==> config.mk <==
export PLATFORM = sky130hd
export DESIGN_NAME = rx_mac_config
export DESIGN_NICKNAME = d
export VERILOG_FILES = /design/src/include/rx_mac_regs_pkg.sv /design/src/logic/rx_mac_config.sv
export SDC_FILE = /design/constraint.sdc
export NUM_CORES = 1
export LEC_CHECK = 0
export ABC_AREA = 1
export CAP_MARGIN = 20
export CORE_MARGIN = 3
export CORE_UTILIZATION = 50
export DETAILED_ROUTE_END_ITERATION = 7
export DONT_BUFFER_PORTS = 1
export PLACE_DENSITY = 0.7
export SETUP_SLACK_MARGIN = 0.1
export SLEW_MARGIN = 20
export SYNTH_ARGS = -nofsm -noshare
export SYNTH_HDL_FRONTEND = slang
export SYNTH_HIERARCHICAL = 1
export SYNTH_SLANG_ARGS = --single-unit
==> constraint.sdc <==
create_clock -name pclk -period 2.1 [get_ports pclk]
set_input_delay 0.21 -clock pclk [delete_from_list [all_inputs] [get_ports pclk]]
set_output_delay 0.21 -clock pclk [all_outputs]
set_load 0.01 [all_outputs]
==> src/include/rx_mac_regs_pkg.sv <==
// register map, field layout and reset values of the receive configuration bank
package rx_mac_regs_pkg;
    // register indices; the byte address is four times the index
    localparam int IDX_W = 14;
    localparam logic [IDX_W-1:0] IDX_TRUNC_LOW = 14'h00C0;
    localparam logic [IDX_W-1:0] IDX_TRUNC_HIGH = 14'h00C1;
    localparam logic [IDX_W-1:0] IDX_DROP_LOW = 14'h00C2;
    localparam logic [IDX_W-1:0] IDX_DROP_HIGH = 14'h00C3;
    localparam logic [IDX_W-1:0] IDX_PREAMBLE_FWD = 14'h0100;
    localparam logic [IDX_W-1:0] IDX_PASSTHROUGH = 14'h0140;
    localparam logic [IDX_W-1:0] IDX_FRAME_CTRL = 14'h0800;
    localparam logic [IDX_W-1:0] IDX_MAX_LEN = 14'h0801;
    localparam logic [IDX_W-1:0] IDX_ADDR_LOW = 14'h0802;
    localparam logic [IDX_W-1:0] IDX_ADDR_HIGH = 14'h0803;
    localparam logic [IDX_W-1:0] IDX_IRQ_STATUS = 14'h0900;
    localparam logic [IDX_W-1:0] IDX_IRQ_CLEAR = 14'h0901;
    localparam logic [IDX_W-1:0] IDX_IRQ_ENABLE = 14'h0902;

    // counter layout
    localparam int CNT_W = 36;
    localparam int CNT_LOW_W = 32;
    localparam int CNT_HIGH_W = 4;

    // reset values
    localparam logic [31:0] FRAME_CTRL_RESET = 32'h0000_0003;
    localparam logic [15:0] MAX_LEN_RESET = 16'h05EE;

    // field positions
    localparam int ALLUCAST_BIT = 0;
    localparam int LEN_W = 16;
    localparam int ADDR_HIGH_W = 16;
    localparam int MAC_ADDR_W = 48;
    localparam int GROUP_BIT = 40;
    localparam int ERR_W = 6;
    localparam int ERR_OVERSIZE_BIT = 3;

    // event bits of the interrupt status, clear and enable registers
    localparam int EV_W = 4;
    localparam int EV_TRUNC = 0;
    localparam int EV_DROP = 1;
    localparam int EV_OVERSIZE = 2;
    localparam int EV_ADDR_MISS = 3;
endpackage : rx_mac_regs_pkg

==> src/logic/rx_mac_config.sv <==
// receive configuration, overflow counters and frame checks behind an apb slave
//
// Chosen here: the APB register port.
`timescale 1ns/1ps

// saturating-free event counter with a clear that still counts a coincident event
module overflow_counter #(
    parameter int WIDTH = 36
) (
    // clock and reset
    input wire logic pclk,
    input wire logic presetn,
    // control
    input wire logic count_event,
    input wire logic clear,
    // state
    output logic [WIDTH-1:0] value
);
    wire logic [WIDTH-1:0] value_next;

    // an event on the clearing cycle leaves a count of one
    assign value_next = clear ? WIDTH'(count_event) : value + WIDTH'(count_event);

    always_ff @(posedge pclk or negedge presetn) begin
        if (!presetn) begin
            value <= '0;
        end else begin
            value <= value_next;
        end
    end
endmodule : overflow_counter

// Behaviour
// count truncated frames in 36-bit split counter
// count dropped frames in second split counter
// reading upper word alone clears a counter
// preamble forward bit: strip or deliver preamble
// passthrough bit enables preamble passthrough mode
// frame control register, read-write, resets to 3
// flag error bit 3 on over-length frames
// software loads station address word layout
// filter unicast by station address unless accept-all
// counters step by one; reserved bits read zero
module rx_mac_config #(
    parameter int ADDR_W = 16
) (
    // clock and reset
    input wire logic pclk,
    input wire logic presetn,
    // apb slave
    input wire logic psel,
    input wire logic penable,
    input wire logic pwrite,
    input wire logic [ADDR_W-1:0] paddr,
    input wire logic [31:0] pwdata,
    output logic [31:0] prdata,
    output logic pready,
    output logic pslverr,
    // overflow events from the receive buffer
    input wire logic trunc_frame_event,
    input wire logic drop_frame_event,
    // frame check request
    input wire logic frame_end,
    input wire logic [rx_mac_regs_pkg::LEN_W-1:0] frame_length,
    input wire logic [rx_mac_regs_pkg::MAC_ADDR_W-1:0] frame_dest_addr,
    // frame check result
    output logic check_valid,
    output logic [rx_mac_regs_pkg::ERR_W-1:0] receive_error_flags,
    output logic frame_accept,
    // datapath controls
    output logic preamble_forward,
    output logic passthrough_en,
    output logic [31:0] frame_ctrl,
    // interrupt
    output logic irq
);
    import rx_mac_regs_pkg::*;

    if (ADDR_W < IDX_W + 2) begin : g_addr_check
        $error("ADDR_W too narrow for the register map");
    end

    logic pready_reg;
    logic pslverr_reg;
    logic [31:0] prdata_reg;
    logic preamble_fwd_reg;
    logic passthrough_reg;
    logic [31:0] frame_ctrl_reg;
    logic [LEN_W-1:0] max_len_reg;
    logic [31:0] addr_low_reg;
    logic [ADDR_HIGH_W-1:0] addr_high_reg;
    logic [EV_W-1:0] irq_status_reg;
    logic [EV_W-1:0] irq_enable_reg;
    logic irq_reg;
    logic check_valid_reg;
    logic [ERR_W-1:0] err_flags_reg;
    logic accept_reg;
    logic [CNT_W-1:0] trunc_count;
    logic [CNT_W-1:0] drop_count;

    // address decode
    wire logic [IDX_W-1:0] idx = paddr[IDX_W+1:2];
    wire logic sel_trunc_low = (idx == IDX_TRUNC_LOW);
    wire logic sel_trunc_high = (idx == IDX_TRUNC_HIGH);
    wire logic sel_drop_low = (idx == IDX_DROP_LOW);
    wire logic sel_drop_high = (idx == IDX_DROP_HIGH);
    wire logic sel_pre_fwd = (idx == IDX_PREAMBLE_FWD);
    wire logic sel_pass = (idx == IDX_PASSTHROUGH);
    wire logic sel_frame_ctrl = (idx == IDX_FRAME_CTRL);
    wire logic sel_max_len = (idx == IDX_MAX_LEN);
    wire logic sel_addr_low = (idx == IDX_ADDR_LOW);
    wire logic sel_addr_high = (idx == IDX_ADDR_HIGH);
    wire logic sel_irq_status = (idx == IDX_IRQ_STATUS);
    wire logic sel_irq_clear = (idx == IDX_IRQ_CLEAR);
    wire logic sel_irq_enable = (idx == IDX_IRQ_ENABLE);
    // with the narrowest bus there are no index bits above the map to check
    wire logic upper_zero;
    if (ADDR_W > IDX_W + 2) begin : g_upper_bits
        assign upper_zero = (paddr[ADDR_W-1:IDX_W+2] == '0);
    end else begin : g_no_upper_bits
        assign upper_zero = 1'b1;
    end
    wire logic mapped = upper_zero & (sel_trunc_low | sel_trunc_high | sel_drop_low
        | sel_drop_high | sel_pre_fwd | sel_pass | sel_frame_ctrl | sel_max_len
        | sel_addr_low | sel_addr_high | sel_irq_status | sel_irq_clear | sel_irq_enable);

    // first access cycle samples data; the second completes the transfer
    wire logic access_start = psel & penable & ~pready_reg;
    wire logic access_done = psel & penable & pready_reg;
    wire logic wr_en = access_done & pwrite & ~pslverr_reg;
    wire logic rd_start = access_start & ~pwrite & mapped;

    // read data mux; unused and reserved bits read zero
    logic [31:0] rd_data;
    always_comb begin
        rd_data = '0;
        if (sel_trunc_low) begin
            rd_data = trunc_count[CNT_LOW_W-1:0];
        end else if (sel_trunc_high) begin
            rd_data[CNT_HIGH_W-1:0] = trunc_count[CNT_W-1:CNT_LOW_W]; // see
        end else if (sel_drop_low) begin
            rd_data = drop_count[CNT_LOW_W-1:0];
        end else if (sel_drop_high) begin
            rd_data[CNT_HIGH_W-1:0] = drop_count[CNT_W-1:CNT_LOW_W]; // see
        end else if (sel_pre_fwd) begin
            rd_data[0] = preamble_fwd_reg;
        end else if (sel_pass) begin
            rd_data[0] = passthrough_reg;
        end else if (sel_frame_ctrl) begin
            rd_data = frame_ctrl_reg;
        end else if (sel_max_len) begin
            rd_data[LEN_W-1:0] = max_len_reg;
        end else if (sel_addr_low) begin
            rd_data = addr_low_reg;
        end else if (sel_addr_high) begin
            rd_data[ADDR_HIGH_W-1:0] = addr_high_reg;
        end else if (sel_irq_status) begin
            rd_data[EV_W-1:0] = irq_status_reg;
        end else if (sel_irq_enable) begin
            rd_data[EV_W-1:0] = irq_enable_reg;
        end
    end

    always_ff @(posedge pclk or negedge presetn) begin
        if (!presetn) begin
            pready_reg <= 1'b0;
            pslverr_reg <= 1'b0;
            prdata_reg <= '0;
        end else begin
            pready_reg <= access_start;
            pslverr_reg <= access_start & ~mapped;
            if (access_start) begin
                prdata_reg <= mapped ? rd_data : '0;
            end
        end
    end

    // counters clear on the cycle their upper word is captured for reading
    wire logic clr_trunc = rd_start & sel_trunc_high;
    wire logic clr_drop = rd_start & sel_drop_high;

    overflow_counter #(.WIDTH(CNT_W)) u_trunc_count (
        .pclk(pclk),
        .presetn(presetn),
        .count_event(trunc_frame_event), // see
        .clear(clr_trunc),
        .value(trunc_count)
    );

    overflow_counter #(.WIDTH(CNT_W)) u_drop_count (
        .pclk(pclk),
        .presetn(presetn),
        .count_event(drop_frame_event), // see
        .clear(clr_drop),
        .value(drop_count)
    );

    // control registers
    always_ff @(posedge pclk or negedge presetn) begin
        if (!presetn) begin
            preamble_fwd_reg <= 1'b0;
            passthrough_reg <= 1'b0;
            frame_ctrl_reg <= FRAME_CTRL_RESET;
            max_len_reg <= MAX_LEN_RESET;
            addr_low_reg <= '0;
            addr_high_reg <= '0;
            irq_enable_reg <= '0;
        end else if (wr_en) begin
            if (sel_pre_fwd) begin
                preamble_fwd_reg <= pwdata[0];
            end
            if (sel_pass) begin
                passthrough_reg <= pwdata[0];
            end
            if (sel_frame_ctrl) begin
                frame_ctrl_reg <= pwdata;
            end
            if (sel_max_len) begin
                max_len_reg <= pwdata[LEN_W-1:0];
            end
            if (sel_addr_low) begin
                addr_low_reg <= pwdata;
            end
            if (sel_addr_high) begin
                addr_high_reg <= pwdata[ADDR_HIGH_W-1:0];
            end
            if (sel_irq_enable) begin
                irq_enable_reg <= pwdata[EV_W-1:0];
            end
        end
    end

    // frame checks
    wire logic [MAC_ADDR_W-1:0] station_addr = {addr_high_reg, addr_low_reg};
    wire logic is_unicast = ~frame_dest_addr[GROUP_BIT];
    wire logic accept_all_ucast = frame_ctrl_reg[ALLUCAST_BIT];
    wire logic oversize = frame_length > max_len_reg;
    wire logic addr_miss = is_unicast & ~accept_all_ucast
        & (frame_dest_addr != station_addr);
    wire logic oversize_event = frame_end & oversize;
    wire logic miss_event = frame_end & addr_miss;

    always_ff @(posedge pclk or negedge presetn) begin
        if (!presetn) begin
            check_valid_reg <= 1'b0;
            err_flags_reg <= '0;
            accept_reg <= 1'b0;
        end else begin
            check_valid_reg <= frame_end;
            if (frame_end) begin
                err_flags_reg <= '0;
                err_flags_reg[ERR_OVERSIZE_BIT] <= oversize;
                accept_reg <= ~addr_miss;
            end
        end
    end

    // interrupt status: a new event wins over a clear in the same cycle
    wire logic [EV_W-1:0] events = {miss_event, oversize_event, drop_frame_event,
        trunc_frame_event};
    wire logic [EV_W-1:0] clr_mask = (wr_en & sel_irq_clear) ? pwdata[EV_W-1:0] : '0;
    wire logic [EV_W-1:0] irq_status_next = (irq_status_reg & ~clr_mask) | events;

    always_ff @(posedge pclk or negedge presetn) begin
        if (!presetn) begin
            irq_status_reg <= '0;
            irq_reg <= 1'b0;
        end else begin
            irq_status_reg <= irq_status_next;
            irq_reg <= |(irq_status_next & irq_enable_reg);
        end
    end

    assign prdata = prdata_reg;
    assign pready = pready_reg;
    assign pslverr = pslverr_reg;
    assign check_valid = check_valid_reg;
    assign receive_error_flags = err_flags_reg;
    assign frame_accept = accept_reg;
    assign preamble_forward = preamble_fwd_reg;
    assign passthrough_en = passthrough_reg;
    assign frame_ctrl = frame_ctrl_reg;
    assign irq = irq_reg;

    // checks
    a_trunc_count_step: assert property (@(posedge pclk) disable iff (!presetn)
        trunc_frame_event && !clr_trunc |=> trunc_count == $past(trunc_count) + 36'h1)
        else $error("truncated frame counter did not step by one");

    a_drop_count_step: assert property (@(posedge pclk) disable iff (!presetn)
        drop_frame_event && !clr_drop |=> drop_count == $past(drop_count) + 36'h1)
        else $error("dropped frame counter did not step by one");

    a_high_read_clears: assert property (@(posedge pclk) disable iff (!presetn)
        rd_start && sel_trunc_high && !trunc_frame_event ##1 access_done
        |-> trunc_count == '0 && prdata[CNT_HIGH_W-1:0] == $past(trunc_count[CNT_W-1:CNT_LOW_W]))
        else $error("upper word read did not clear the counter");

    a_low_read_keeps: assert property (@(posedge pclk) disable iff (!presetn)
        rd_start && sel_drop_low && !drop_frame_event |=> $stable(drop_count))
        else $error("lower word read changed the counter");

    a_preamble_fwd_write: assert property (@(posedge pclk) disable iff (!presetn)
        wr_en && sel_pre_fwd |=> preamble_forward == $past(pwdata[0]))
        else $error("preamble forward bit not written");

    a_passthrough_write: assert property (@(posedge pclk) disable iff (!presetn)
        wr_en && sel_pass |=> passthrough_en == $past(pwdata[0]) ##1 $stable(passthrough_en))
        else $error("passthrough bit not written or not held");

    a_frame_ctrl_write: assert property (@(posedge pclk) disable iff (!presetn)
        wr_en && sel_frame_ctrl |=> frame_ctrl == $past(pwdata))
        else $error("frame control register not written");

    a_oversize_flag: assert property (@(posedge pclk) disable iff (!presetn)
        frame_end |=> check_valid
        && receive_error_flags[ERR_OVERSIZE_BIT] == $past(frame_length > max_len_reg))
        else $error("oversize error flag wrong");

    a_unicast_filter: assert property (@(posedge pclk) disable iff (!presetn)
        frame_end && !frame_dest_addr[GROUP_BIT] && !frame_ctrl[ALLUCAST_BIT]
        && frame_dest_addr != {addr_high_reg, addr_low_reg} |=> !frame_accept)
        else $error("unicast frame with foreign address accepted");

    a_reserved_zero: assert property (@(posedge pclk) disable iff (!presetn)
        rd_start && (sel_drop_high || sel_max_len || sel_pass) |=> prdata[31:16] == 16'h0)
        else $error("reserved bits read nonzero");
endmodule : rx_mac_config

Word level (Yosys, flattened, before mapping)
Index checks and enable logic that the tools add are counted.
{"block": "word_totals", "in_bits": 120, "reg_bits": 216}
{"block": "op_classes", "add_sub_neg": 2, "n_eq_ne": 14, "bitwise": 38, "n_lt_le_gt_ge": 1, "reduce_logical": 8, "n_mux": 23}
{"op": "two-way mux 32 bit", "count": 4}
{"op": "equality test 14 x 12 -> 1 bit (second input constant)", "count": 7}
{"op": "adder 36 x 1 -> 36 bit", "count": 2}
{"op": "two-way mux 36 bit", "count": 2}
{"op": "two-way mux 16 bit", "count": 4}
{"op": "two-way mux 31 bit", "count": 2}
{"op": "equality test 14 x 8 -> 1 bit (second input constant)", "count": 4}
{"op": "two-way mux 28 bit", "count": 2}
{"op": "!= test 48 bit", "count": 1}
{"op": "equality test 14 x 9 -> 1 bit (second input constant)", "count": 2}
{"op": "two-way mux 4 bit", "count": 6}
{"op": "greater-than comparator 16 bit", "count": 1}
{"op": "bitwise AND 1 bit", "count": 15}
{"op": "AND reduction 2 bit", "count": 7}
{"op": "two-way mux 12 bit", "count": 1}
{"op": "OR 1 bit", "count": 12}
{"op": "bitwise AND 4 bit", "count": 2}
{"op": "NOT 1 bit", "count": 7}
{"op": "NOT 4 bit", "count": 1}
{"op": "OR 4 bit", "count": 1}
{"op": "OR reduction 4 bit", "count": 1}
{"op": "two-way mux 1 bit", "count": 2}

Logic depth before layout (Yosys ltp)
{"block": "depth", "ltp_word": 16, "depth_mapped": 16, "depth_no_buf": 16}

Cells and area by module
Netlist, hierarchy kept.
{"mod": "rx_mac_config", "instances": 1, "area_each_um2": 8179.1, "cells_per_inst": 1045, "seq_area_each_um2": 3616.0}
{"mod": "overflow_counter", "instances": 2, "area_each_um2": 2113.3, "cells_per_inst": 305, "seq_area_each_um2": 900.9}

Worst setup path before layout
Ideal clock, no wire load.
{"block": "synth_timing", "path_type": "in2reg", "startpoint": "input port paddr[7]", "endpoint": "register u_drop_count.value[27]", "arrival_time_ns": 1.872, "t_required_ns": 1.979, "stages": 13, "setup_time_ns": 0.121, "path_slack_ns": 0.106, "path_cell_list": "nor2_4 > nand2_1 > nor4_4 > inv_1 > nor2_2 > nor2_1 > nand3_1 > nand2_1 > nor3_1 > inv_1 > clkbuf_1 > o21ai_0 > nor2_1"}
{"block": "synth_between", "elab_chain_len": 16, "word_cells_on_any_way": 28, "classes_between": "eq/ne (13); mux (1); bitwise (14)"}
{"element": "from (decl)", "line": "rx_mac_config.sv:54", "rtl": "input wire logic [ADDR_W-1:0] paddr,"}
{"element": "equality test 14 x 8 -> 1 bit (on tied branches)", "line": "rx_mac_config.sv:103, rx_mac_config.sv:104"}
{"element": "OR 1 bit (2 in series)", "line": "rx_mac_config.sv:123", "rtl": "wire logic mapped = upper_zero & (sel_trunc_low | sel_trunc_high | sel_drop_low"}
{"element": "OR 1 bit (5 in series)", "line": "rx_mac_config.sv:124", "rtl": "| sel_drop_high | sel_pre_fwd | sel_pass | sel_frame_ctrl | sel_max_len"}
{"element": "OR 1 bit (5 in series)", "line": "rx_mac_config.sv:125", "rtl": "| sel_addr_low | sel_addr_high | sel_irq_status | sel_irq_clear | sel_irq_enable);"}
{"element": "bitwise AND 1 bit", "line": "rx_mac_config.sv:131", "rtl": "wire logic rd_start = access_start & ~pwrite & mapped;"}
{"element": "bitwise AND 1 bit *", "line": "rx_mac_config.sv:180", "rtl": "wire logic clr_drop = rd_start & sel_drop_high;"}
{"element": "via clr_drop", "line": "rx_mac_config.sv:180"}
{"element": "two-way mux 36 bit *", "line": "rx_mac_config.sv:22", "rtl": "assign value_next = clear ? WIDTH'(count_event) : value + WIDTH'(count_event);"}
{"element": "via u_drop_count.value_next[27]", "line": "rx_mac_config.sv:19", "rtl": "wire logic [WIDTH-1:0] value_next;"}
{"element": "to (signal assigned)", "line": "rx_mac_config.sv:28", "rtl": "value <= value_next;"}
{"element": "to (decl)", "line": "rx_mac_config.sv:17", "rtl": "output logic [WIDTH-1:0] value"}
The timed path passes the listed nets; every way through them passes the cells marked *.
A chain may end at the register's enable or synchronous reset.

Worst setup path after layout
{"block": "layout_timing", "startpoint": "register max_len_reg[3]", "endpoint": "register irq_reg (netlist: irq)"}
{"block": "layout_between", "elab_chain_len": 5}
{"element": "from (decl)", "line": "rx_mac_config.sv:89", "rtl": "logic [LEN_W-1:0] max_len_reg;"}
{"element": "from (signal assigned)", "line": "rx_mac_config.sv:219", "rtl": "max_len_reg <= pwdata[LEN_W-1:0];"}
{"element": "greater-than comparator 16 bit", "line": "rx_mac_config.sv:237", "rtl": "wire logic oversize = frame_length > max_len_reg;"}
{"element": "bitwise AND 1 bit", "line": "rx_mac_config.sv:240", "rtl": "wire logic oversize_event = frame_end & oversize;"}
{"element": "OR 4 bit", "line": "rx_mac_config.sv:262", "rtl": "wire logic [EV_W-1:0] irq_status_next = (irq_status_reg & ~clr_mask) | events;"}
{"element": "via irq_status_next[2]", "line": "rx_mac_config.sv:262"}
{"element": "bitwise AND 4 bit", "line": "rx_mac_config.sv:270", "rtl": "irq_reg <= |(irq_status_next & irq_enable_reg);"}
{"element": "OR reduction 4 bit", "line": "rx_mac_config.sv:270"}
{"element": "to (signal assigned)", "line": "rx_mac_config.sv:270"}
{"element": "to (decl)", "line": "rx_mac_config.sv:94", "rtl": "logic irq_reg;"}
The timed path passes the listed nets, and every way through them passes these cells.

==> flow_metrics.py <==
metrics = {
    "critical_path": {
        "slowest_delay_ns": 0.53,
        "r2r-start": "max_len_reg[3]",
        "crit_chain": "inv_1, ha_1, a21oi_2, o21ai_1, a21oi_1, o21ai_1, nand3_1, nand2_1, nand2_1, nand4_1",
        "slowest_stage": "dfstp_2",
        "cp.arrival_ns": 2.36,
        "cp_max_fo": 2,
        "startpoint_type": "flop",
        "worstPathRequired_ns": 2.49,
        "r2r-end": "irq",
        "r2r_slack_ns": 0.13,
        "criticalPathCategory": "flop to flop",
        "worst_setup_path_end_kind": "flop",
        "reg2reg_depth": 10,
    },
    "sta": {
        "hold_slack_ns": -0.604,
        "worstMarginPinSlew_ns": 0.664,
        "hold_viol": 216,
        "period_minus_slack_ns": 1.97,
        "relSlewSlack": 0.557,
        "setup_viol": 0,
        "drv_slew": 0,
        "min_period_over_period": 0.937,
        "setup_tns_ns": 0,
        "rsz0062_at_grt": "true",
        "clock-skew-final_ns": 0.0214,
        "fmax_mhz": 508,
    },
    "die": {
        "start_util": 0.510,
        "rows": 57,
        "core_area_sq_um": 24300,
        "die_h_um": 164,
        "dieArea_sq_um": 26700,
        "die_w_um": 164,
        "top_level_ports": 197,
    },
    "power_and_ir_drop": {
        "total_power_uw": 9800,
        "p_leak_uw": 0.00679,
        "vdd_ir_drop_max_mv": 0.637,
        "power_density_nw_per_um2": 685,
    },
    "placement": {
        "port_buffers": 0,
        "finalWeightedCongestion": 0.942,
        "dp_hpwl_um": 26900,
        "dp.cells": 1981,
    },
    "final_layout": {
        "diodes": 0,
        "nets": 1863,
        "final_cells": 2065,
        "largestRegisters": "u_drop_count/value: 36 flops, u_trunc_count/value: 36 flops",
        "area_delta_synth_final_pct": 15.3,
        "seq_area_sq_um": 5420,
        "final_common_cell": "nand2_1",
        "drive_gt1_frac": 0.118,
        "mostFrequentLayoutCells": "491 x nand2_1, 206 x dfrtp_1, 182 x nor2_1",
        "multiInputGateArea_sq_um": 6090,
        "fill_cells": 2201,
    },
    "route": {
        "firstDrtPassIters": 6,
        "vias": 11300,
        "drt-initial-drc-count": 970,
        "drc": 0,
        "avgViaCountPerCell": 5.45,
        "ant_nets": 0,
        "wl_per_cell_um": 17.5,
        "wl_um": 36200,
    },
    "clocking": {
        "clk_pin_slew_ns": 0.06,
        "cts_sinks": 216,
        "clockRootBuffer": "clkbuf_16",
        "insertion_delay_ns": 0.52,
        "cts_tree": "built",
        "htree_levels": 1,
        "cts_hold_buf": 37,
        "cts_made_buffers": 24,
        "clockBufferDepth": 3,
    },
    "job": {
        "max-cap-violations": 0,
    },
    "synth": {
        "synth_seq_cells": 216,
        "synthSimpleGateAreaFrac": 0.312,
        "synth_largest_area_cell": "dfrtp_1",
        "ys_async_sr_fraction": 1.00,
        "synth_top_family_by_area": "simple AND/OR/NAND/NOR gates",
        "syn-mean-instance-area_sq_um": 7.50,
        "synthMuxAreaShare": 0,
        "ys_warn_count": 6,
        "synthCells": 1655,
        "synth_compound_area_frac": 0.123,
        "synth_fa_ha_area_frac": 0.0202,
        "netlist_area_sq_um": 12400,
        "synth-edff-count": 0,
        "synthTopCellsByArea": "dfrtp_1 42%, nand2_1 15%, o21ai_0 6.1%, nor2_1 5.5%, inv_1 4.9%",
        "ys_seq_area_frac": 0.437,
        "synthXorXnorAreaFrac": 0.0318,
        "ys_types": 42,
        "netlist.area_leader.share": 0.416,
        "synth_ff_type": "dfrtp_1",
    },
    "status": {
        "status": "finished, violations left",
        "violations": "hold timing",
    },
    "global_routing": {
        "grt_pass1_vias": 10800,
        "antenna_found_initial": 0,
        "grt_max_degree": 217,
        "overflow": 0,
        "grt_pass1_wl_um": 57400,
        "grtUsageTotal": 0.268,
    },
    "min_path": {
        "hp-class": "input pin to async pin",
    },
}
==> where the power goes <==
group | internal [uW] | switching, uW
clock | 2840 | 1730
combinational | 288 | 419
sequential | 4310 | 208
total | 7440 | 2360
==> timing repair <==
action                                 CTS  global route
setup endpoints to repair                1             6
pin swaps                                0             5
buffers inserted                         0             3
resized for setup                        1             7
endpoints found under the hold margin  321           216
==> cell type report <==
| cell class | count | share of cell area |
|---|---|---|
| sequential | 216 | 0.379 |
| tap | 324 | 0.0283 |
| timing repair buffer | 89 | 0.0602 |
| clock inverter | 12 | 0.0116 |
| multi-input combinational | 1217 | 0.426 |
| inverter | 175 | 0.0461 |
| clock buffer | 32 | 0.0491 |
==> stage by stage <==
stage                util  worst slack, ns  cell area (sq um)
floorplan               -            0.106              12400
global placement    0.535           0.0570              13000
detailed placement  0.535           0.0273              13000
CTS                 0.586            0.151              14200
global route        0.588           0.0272              14300
finish              0.588            0.131              14300
==> logic make-up (layout without fill, tap and decap cells) <==
group           after synthesis  count (layout)
other cells                   1               5
flops                       216             216
fa+ha+maj                    20              20
xor+xnor                     45              45
simple gates                881             881
buf+inv                     226             308
compound gates              266             266
==> synth_stat cells (12+ instances only) <==
cell,instances
inv_1,162
nand2_1,491
nand2_2,21
a22o_1,12
a221oi_1,16
xnor2_1,37
nor2_4,18
a21oi_1,46
clkbuf_1,25
nor2_1,182
o21ai_0,151
nand3_1,100
dfrtp_1,206
ha_1,20
inv_2,12
nand4_1,14
nor2_2,21
==> how the worst max path moves through the flow <==
stage / start / endpoint / slack [ns] / depth (start not counted)
2_1_floorplan: paddr[7] / u_drop_count/value[27] / 0.11 / 13
3_3_place_gp: paddr[7] / u_drop_count/value[27] / 0.06 / 14
3_5_place_dp: paddr[7] / u_drop_count/value[5] / 0.03 / 14
4_1_cts: max_len_reg[1] / irq / 0.15 / 10
5_1_grt: max_len_reg[3] / irq / 0.03 / 10
6_report: max_len_reg[3] / irq / 0.13 / 10
==> critical path, delay by kind of cell (launching register included) <==
family / cells / cell delay (ns)
AOI/OAI and AO/OA: 4 / 0.47
adders and majority gates: 1 / 0.30
buffers and inverters: 1 / 0.07
DFF: 1 / 0.53
and+or+nand+nor: 4 / 0.44
==> routing by layer <==
metal	track usage	share of wire
met4	0.0557	0.019
met5	0	0
met1	0.380	0.44
met2	0.439	0.46
met3	0.0436	0.076
Note: power is estimated with default switching activity, not from simulation.
